`src/hdl/flow_ctrl_regs.svh`:
```
/*
   Constants for the host serial flow-control block: character codes,
   buffer-space thresholds and serial buffer sizing.
   Assumes 8-bit characters delivered by an external receiver.
*/
`ifndef FLOW_CTRL_REGS_SVH
`define FLOW_CTRL_REGS_SVH

// ****************************************
// character codes
// ****************************************
`define CHAR_XON        8'h11
`define CHAR_XOFF       8'h13
`define CHAR_CR         8'h0D
`define CHAR_ATTN       8'h3C
`define CHAR_DIGIT_LO   8'h30
`define CHAR_DIGIT_HI   8'h39

// ****************************************
// buffer space thresholds and sizing
// ****************************************
`define XOFF_FREE_MIN   8'h52
`define XON_FREE_LEVEL  8'h64
`define LATE_CHARS      2'h3
`define SERIAL_DEPTH    40
`define BROADCAST_UNIT  7'h00
`define TENS_WEIGHT     7'h0A

`endif

```
`src/hdl/flow_ctrl_pkg.sv`:
```
/*
   Types for the host serial flow-control block.
   Assumes flow_ctrl_regs.svh supplies the numeric constants.
*/
package flow_ctrl_pkg;

   // attention parser, gray along idle -> lead -> tens
   typedef enum logic [1:0] {
      ATTN_IDLE = 2'b00,
      ATTN_LEAD = 2'b01,
      ATTN_TENS = 2'b11
   } attn_t;

   typedef struct packed {
      attn_t       attn;
      logic [3:0]  tens;
      logic        paused;
      logic        xoff_sent;
      logic        pend_xon;
      logic        pend_xoff;
      logic [1:0]  late_cnt;
      logic        selected;
      logic        overrun;
      logic        tx_valid;
      logic [7:0]  tx_data;
   } flow_state_t;

endpackage : flow_ctrl_pkg

```
`src/hdl/host_flow_ctrl.sv`:
```
/*
   Software flow control for the host serial port: pauses the host by
   sending stop/resume characters as command buffer space changes, and
   pauses its own output on the host's stop/resume characters.
   Assumes a receiver and transmitter outside, 8-bit characters, and a
   command buffer that reports its free positions.
*/
`timescale 1ns/1ps
`include "flow_ctrl_regs.svh"

// Notes on behaviour
// - on CR, send XOFF if free below 82
// - after XOFF, send XON at 100 free
// - answer matching attention with XON if space
// - keep three late characters, forty-character buffer
// - host XOFF stops our data transmission; XON/XOFF are still sent
// - host XON restarts our transmission
// - unit 00 addresses every controller
module host_flow_ctrl #(
   parameter int DEPTH = `SERIAL_DEPTH
) (
   // clock and reset
   input  wire logic        core_clk,
   input  wire logic        rst,
   // received characters from host
   input  wire logic        rx_valid,
   input  wire logic [7:0]  rx_data,
   // characters to host
   output      logic        tx_valid,
   output      logic [7:0]  tx_data,
   input  wire logic        tx_ready,
   // outgoing controller data
   input  wire logic        app_valid,
   input  wire logic [7:0]  app_data,
   output      logic        app_ready,
   // stored characters toward the command parser
   output      logic        cmd_valid,
   output      logic [7:0]  cmd_data,
   input  wire logic        cmd_ready,
   // space and identity
   input  wire logic [7:0]  host_buf_free,
   input  wire logic [6:0]  unit_id,
   // status
   output      logic        selected,
   output      logic        tx_paused,
   output      logic        overrun
);
   import flow_ctrl_pkg::*;

   flow_state_t st;
   flow_state_t next_st;
   logic        load;
   logic        push;
   logic        buf_ready;
   logic        attn_hit;
   logic        is_digit;
   logic [6:0]  unit_num;

   // ****************************************
   // character buffer
   // ****************************************
   serial_char_buffer #(
      .WIDTH (8),
      .DEPTH (DEPTH)
   ) u_buf (
      .core_clk  (core_clk),
      .rst       (rst),
      .in_valid  (push),
      .in_data   (rx_data),
      .in_ready  (buf_ready),
      .out_valid (cmd_valid),
      .out_data  (cmd_data),
      .out_ready (cmd_ready),
      .level     ()
   );

   // ****************************************
   // next state
   // ****************************************
   assign load      = !st.tx_valid || tx_ready;
   assign app_ready = load && !st.pend_xoff && !st.pend_xon && !st.paused;
   assign is_digit  = (rx_data >= `CHAR_DIGIT_LO) && (rx_data <= `CHAR_DIGIT_HI);
   assign unit_num  = 7'(st.tens) * `TENS_WEIGHT + 7'(rx_data[3:0]);

   always_comb begin
      next_st         = st;
      next_st.overrun = 1'b0;
      push            = 1'b0;
      attn_hit        = 1'b0;
      if (st.tx_valid && tx_ready) begin
         next_st.tx_valid = 1'b0;
      end
      // flow characters jump ahead of data and are sent even while paused
      if (load) begin
         if (st.pend_xoff) begin
            next_st.tx_valid  = 1'b1;
            next_st.tx_data   = `CHAR_XOFF;
            next_st.pend_xoff = 1'b0;
         end else if (st.pend_xon) begin
            next_st.tx_valid = 1'b1;
            next_st.tx_data  = `CHAR_XON;
            next_st.pend_xon = 1'b0;
         end else if (app_valid && !st.paused) begin
            next_st.tx_valid = 1'b1;
            next_st.tx_data  = app_data;
         end
      end
      if (rx_valid) begin
         if (rx_data == `CHAR_XON) begin
            next_st.paused = 1'b0;
         end else if (rx_data == `CHAR_XOFF) begin
            next_st.paused = 1'b1;
         end else begin
            // host cannot stop at once: only a few late characters are kept
            push = !st.xoff_sent || (st.late_cnt < `LATE_CHARS);
            next_st.overrun = !push || !buf_ready;
            if (st.xoff_sent && push && buf_ready) begin
               next_st.late_cnt = st.late_cnt + 1'b1;
            end
            if (rx_data == `CHAR_CR && host_buf_free < `XOFF_FREE_MIN && !st.xoff_sent) begin
               next_st.pend_xoff = 1'b1;
               next_st.xoff_sent = 1'b1;
               next_st.late_cnt  = 2'h0;
            end
            case (st.attn)
               ATTN_IDLE: begin
                  if (rx_data == `CHAR_ATTN) begin
                     next_st.attn = ATTN_LEAD;
                  end
               end
               ATTN_LEAD: begin
                  next_st.tens = rx_data[3:0];
                  next_st.attn = is_digit ? ATTN_TENS : ATTN_IDLE;
               end
               ATTN_TENS: begin
                  next_st.attn = ATTN_IDLE;
                  if (is_digit) begin
                     attn_hit = (unit_num == unit_id) || (unit_num == `BROADCAST_UNIT);
                     next_st.selected = attn_hit;
                  end
               end
               default: begin
                  next_st.attn = ATTN_IDLE;
               end
            endcase
         end
      end
      if (st.xoff_sent && host_buf_free >= `XON_FREE_LEVEL) begin
         next_st.pend_xon  = 1'b1;
         next_st.xoff_sent = 1'b0;
         next_st.late_cnt  = 2'h0;
      end
      if (attn_hit && host_buf_free >= `XOFF_FREE_MIN) begin
         next_st.pend_xon = 1'b1;
      end
   end

   always_ff @(posedge core_clk or posedge rst) begin
      if (rst) begin
         st <= '0;
      end else begin
         st <= next_st;
      end
   end

   assign tx_valid  = st.tx_valid;
   assign tx_data   = st.tx_data;
   assign selected  = st.selected;
   assign tx_paused = st.paused;
   assign overrun   = st.overrun;

   // ****************************************
   // checks
   // ****************************************
   a_xoff_on_cr: assert property (@(posedge core_clk) disable iff (rst)
      rx_valid && rx_data == `CHAR_CR && host_buf_free < `XOFF_FREE_MIN && !st.xoff_sent
      |=> st.xoff_sent && (st.pend_xoff || (st.tx_valid && st.tx_data == `CHAR_XOFF)))
      else $error("no stop character after CR with low space");

   a_xon_at_space: assert property (@(posedge core_clk) disable iff (rst)
      st.xoff_sent && host_buf_free >= `XON_FREE_LEVEL
      |=> !st.xoff_sent && (st.pend_xon || (st.tx_valid && st.tx_data == `CHAR_XON)))
      else $error("no resume character once space recovered");

   a_attn_reply: assert property (@(posedge core_clk) disable iff (rst)
      attn_hit && host_buf_free >= `XOFF_FREE_MIN |=> st.pend_xon)
      else $error("attention not answered with resume");

   a_late_limit: assert property (@(posedge core_clk) disable iff (rst)
      st.xoff_sent && st.late_cnt == `LATE_CHARS && rx_valid && rx_data != `CHAR_XON && rx_data != `CHAR_XOFF
      |-> !push ##1 overrun)
      else $error("more than three characters kept after stop");

   // a held character reloaded back to back would never show a rising valid
   a_hold_off: assert property (@(posedge core_clk) disable iff (rst)
      st.paused && !st.pend_xon && !st.pend_xoff && load |=> !st.tx_valid)
      else $error("data sent while host holds us off");

   a_resume_rx: assert property (@(posedge core_clk) disable iff (rst)
      rx_valid && rx_data == `CHAR_XON |=> !st.paused ##0 !$past(push))
      else $error("host resume not honoured");

   a_broadcast: assert property (@(posedge core_clk) disable iff (rst)
      rx_valid && st.attn == ATTN_TENS && st.tens == 4'h0 && rx_data == `CHAR_DIGIT_LO
      |-> attn_hit ##1 st.selected)
      else $error("broadcast unit not accepted");

   a_xon_code: assert property (@(posedge core_clk) disable iff (rst)
      load && st.pend_xon && !st.pend_xoff |=> st.tx_valid && st.tx_data == 8'h11)
      else $error("resume character has wrong code");

   a_stop_first: assert property (@(posedge core_clk) disable iff (rst)
      load && st.pend_xoff |=> st.tx_valid && st.tx_data == `CHAR_XOFF)
      else $error("stop character not sent first");

   a_full_drop: assert property (@(posedge core_clk) disable iff (rst)
      rx_valid && rx_data != `CHAR_XON && rx_data != `CHAR_XOFF && !buf_ready |=> overrun)
      else $error("character lost on full buffer without overrun");

endmodule : host_flow_ctrl

```
`src/hdl/serial_char_buffer.sv`:
```
/*
   Flip-flop character FIFO holding received host characters.
   Assumes one clock and an asynchronous active-high reset.
*/
`timescale 1ns/1ps

module serial_char_buffer #(
   parameter int WIDTH = 8,
   parameter int DEPTH = 40
) (
   // clock and reset
   input  wire logic                     core_clk,
   input  wire logic                     rst,
   // fill side
   input  wire logic                     in_valid,
   input  wire logic [WIDTH-1:0]         in_data,
   output      logic                     in_ready,
   // drain side
   output      logic                     out_valid,
   output      logic [WIDTH-1:0]         out_data,
   input  wire logic                     out_ready,
   // fill level
   output      logic [$clog2(DEPTH+1)-1:0] level
);

   localparam int AW = $clog2(DEPTH);
   localparam int CW = $clog2(DEPTH+1);

   typedef struct packed {
      logic [DEPTH-1:0][WIDTH-1:0] mem;
      logic [AW-1:0]               wr;
      logic [AW-1:0]               rd;
      logic [CW-1:0]               cnt;
   } fifo_state_t;

   fifo_state_t st;
   fifo_state_t next_st;
   logic        push;
   logic        pop;

   assign in_ready  = (st.cnt != CW'(DEPTH));
   assign out_valid = (st.cnt != '0);
   assign out_data  = st.mem[st.rd];
   assign level     = st.cnt;
   assign push      = in_valid && in_ready;
   assign pop       = out_valid && out_ready;

   always_comb begin
      next_st = st;
      for (int i = 0; i < DEPTH; i++) begin
         if (push && st.wr == AW'(i)) begin
            next_st.mem[i] = in_data;
         end
      end
      if (push) begin
         next_st.wr = (st.wr == AW'(DEPTH-1)) ? '0 : st.wr + 1'b1;
      end
      if (pop) begin
         next_st.rd = (st.rd == AW'(DEPTH-1)) ? '0 : st.rd + 1'b1;
      end
      if (push && !pop) begin
         next_st.cnt = st.cnt + 1'b1;
      end else if (pop && !push) begin
         next_st.cnt = st.cnt - 1'b1;
      end
   end

   always_ff @(posedge core_clk or posedge rst) begin
      if (rst) begin
         st <= '0;
      end else begin
         st <= next_st;
      end
   end

   a_count_bound: assert property (@(posedge core_clk) disable iff (rst)
      st.cnt <= CW'(DEPTH))
      else $error("buffer count exceeds depth");

endmodule : serial_char_buffer

```
`config.mk`:
```
export PLATFORM = sky130hd
export DESIGN_NAME = host_flow_ctrl
export DESIGN_NICKNAME = d
export VERILOG_FILES = /design/src/hdl/flow_ctrl_pkg.sv /design/src/hdl/host_flow_ctrl.sv /design/src/hdl/serial_char_buffer.sv
export VERILOG_INCLUDE_DIRS = /design/src /design/src/hdl
export SDC_FILE = /design/constraint.sdc
export NUM_CORES = 1
export LEC_CHECK = 0
export ABC_CLOCK_PERIOD_IN_PS = 11900
export BUFFER_PORTS_ARGS = -buffer_cell sky130_fd_sc_hd__buf_2
export CORE_UTILIZATION = 25
export CTS_BUF_LIST = sky130_fd_sc_hd__clkbuf_8
export CTS_CLUSTER_DIAMETER = 50
export DETAILED_ROUTE_END_ITERATION = 8
export HOLD_SLACK_MARGIN = 0.06
export RECOVER_POWER = 100
export SLEW_MARGIN = 20
export SYNTH_ARGS = -nofsm -noshare
export SYNTH_HDL_FRONTEND = slang
export SYNTH_HIERARCHICAL = 1
export SYNTH_SLANG_ARGS = --single-unit
```
`constraint.sdc`:
```
create_clock -name core_clk -period 11.9 [get_ports core_clk]
set_clock_uncertainty 0.05 [all_clocks]
set_input_delay 1.19 -clock core_clk [delete_from_list [all_inputs] [get_ports core_clk]]
set_output_delay 1.19 -clock core_clk [all_outputs]
set_load 0.005 [all_outputs]
```
==> impl_metrics.csv <==
group,metric,value,unit
detailed_routing,firstDrtPassIters,5,
detailed_routing,vias_per_cell,4.58,
clocking,cts.sinks,361,
grt,grt_max_degree,197,
sta,tightest_slew,4.88,ns
synthesis,yosysWarningCount,6,
critical_path,cp.arrival,6.64,ns
critical_path,required,10.66,ns
grt,overflow,0,
sta,fin_crit_sh,66.2,%
synthesis,syn-mean-instance-area,14.6,sq um
grt,grt_usage,12.0,%
die,die_x,268,microns
clocking,hold_buffers,0,
finish,area_growth,11.5,%
finish,layout.nets,1335,
pwr,clock_power_share,24.5,%
die,io_pins,59,
sta,slew_violations,355,
sta,fmax,127,MHz
clocking,clkTransAtPathRegs,0.06,ns
detailed_routing,wirelength,41800,microns
sta,hold_viol,0,
synthesis,synthCells,1218,
sta,min_period,7.88,ns
pwr,switchingPower,0.00160,W
detailed_routing,drc,0,
die,dieArea,72100,sq um
sta,hold_ws,0.431,ns
status,status,"complete, but fails checks",
sta,setup_viol,0,
sta,setup-tns-final,0,ns
detailed_routing,ant_nets,0,
finish,fill_cells,7202,
pwr,internal_power,0.00320,W
die,die_y,268,microns
synthesis,netlist_area,17700,sq um
clocking,clock_latency,0.63,ns
die,rows,97,
die,start_util,25.3,%
detailed_routing,vias,10400,
detailed_routing,drt_iter0_markers,533,
clocking,max-clock-path-buffers,3,
pwr,power.density,243,nW/um^2
finish,instances_no_fill,2260,
critical_path,crit_fanout,38,
pwr,vdd_drop_max,0.119,mV
clocking,cts_setup_buffers,0,
grt,antenna_found_initial,2,
finish,final_layout_size_suffix_gt1_share,40.9,%
status,violations,"capacitance limit, slew limit",
critical_path,worst_setup_path_start_kind,"flip-flop",
critical_path,crit_path_end_kind,"primary output",
sta,rsz0062_at_grt,"false",
clocking,cts_buffers,66,
grt,grt_pass1_vias,11000,
grt,grt_pass1_wl,66400,microns
placement,port_buffers,57,
pwr,leakagePower,8.77,nW
placement,post-place-cells,2148,
placement,hpwl,25800,microns
clocking,cts_tree,"yes",
synthesis,syn_nets,1275,
die,core,70100,sq um
pwr,p_comb_share,33.7,%
flow_run,drv_cap,6,
sta,relSlewSlack,-225,%
critical_path,worstSetupPathType,"flip-flop to primary output",
clocking,cts.repair.resized,0,
worst_hold_path,min_path_type,"flip-flop to flip-flop",
detailed_routing,post_drt_wl_per_cell,18.5,microns
pwr,sw_frac_of_total,33.4,%
clocking,cts_htree_levels,3,
placement,place_congestion,0.787,
pwr,seqPwrFrac,41.8,%
clocking,clock-root-buffer,"clkbuf_8",
## metal layers
metal	vias to the layer above	part of all wire (%)	track usage, %
met1	5435	47	16.5
met5	-	0.031	0
met3	74	4.7	2.39
li1	4609	-	-
met2	238	45	18.4
met4	2	2.7	4.87
## worst paths after layout
check                      slack [ns]       endpoint  depth (start not counted)          start
setup / recovery                 4.02    cmd_data[2]                          6    u_buf/st[6]
hold / removal                   0.43  u_buf/st[171]                          1  u_buf/st[171]
setup reg to reg                 6.47   u_buf/st[11]                          5    u_buf/st[6]
hold reg to reg                  0.43  u_buf/st[171]                          1  u_buf/st[171]
max in group asynchronous        4.67  u_buf/st[177]                          4            rst
min in group asynchronous        0.74         st[20]                          2            rst
## cells in the final DEF (no fill, tap or decap), types with 24 or more instances in the layout
| cell type | count |
|---|---|
| mux2i_1 | 49 |
| mux2_2 | 310 |
| clkbuf_8 | 87 |
| buf_2 | 37 |
| nor2_1 | 57 |
| dfrtp_1 | 360 |
| nand2_1 | 42 |
| clkbuf_1 | 24 |
| mux2_1 | 27 |
| mux4_2 | 64 |
| inv_1 | 24 |
## flip-flops by register name, indices dropped and copies added (netlist names)
register / count
tx_data: 8
u_buf/st: 332
overrun: 1
tx_valid: 1
st: 11
selected: 1
tx_paused: 1
u_buf/level: 6
## stage by stage
stage | cell area [sq um] | setup slack, ns | util, % | total power [W]
after floorplan | 17700 | 1.29 | - | 0.00325
final | 19800 | 4.02 | 28.2 | 0.00481
after CTS | 20300 | 6.62 | 28.9 | 0.00496
after global routing | 19800 | 3.31 | 28.2 | 0.00512
after detailed placement | 19000 | 6.67 | 27.0 | 0.00375
after global placement | 19000 | 6.78 | 27.0 | 0.00368
## worst max-delay path: stages (launching register included)
cell       delay, ns
dfrtp_1         1.92
clkbuf_1        2.34
mux4_2          0.74
mux2_2          0.32
nand2_1         0.09
o2111ai_1       0.33
clkbuf_2        0.23
## final cells by class
cell class                 count  area, sq um  area share (%)
sequential                   361         9040            45.7
multi-input combinational    761         7830            39.6
clock buffer                  87         1200            6.05
tap                          940         1180            5.94
timing repair buffer          74          373            1.88
clock inverter                22          120           0.607
inverter                      14         53.8           0.272
antenna                        1         2.50          0.0126
## power groups by stage
stage          Combinational, W  Sequential (W)  Clock, W
2_1_floorplan           0.00139         0.00186         0
3_3_place_gp            0.00168         0.00200         0
3_5_place_dp            0.00172         0.00204         0
4_1_cts                 0.00172         0.00202   0.00122
5_1_grt                 0.00175         0.00208   0.00128
6_report                0.00162         0.00201   0.00118
No activity file was read; power rests on OpenSTA's default activity.
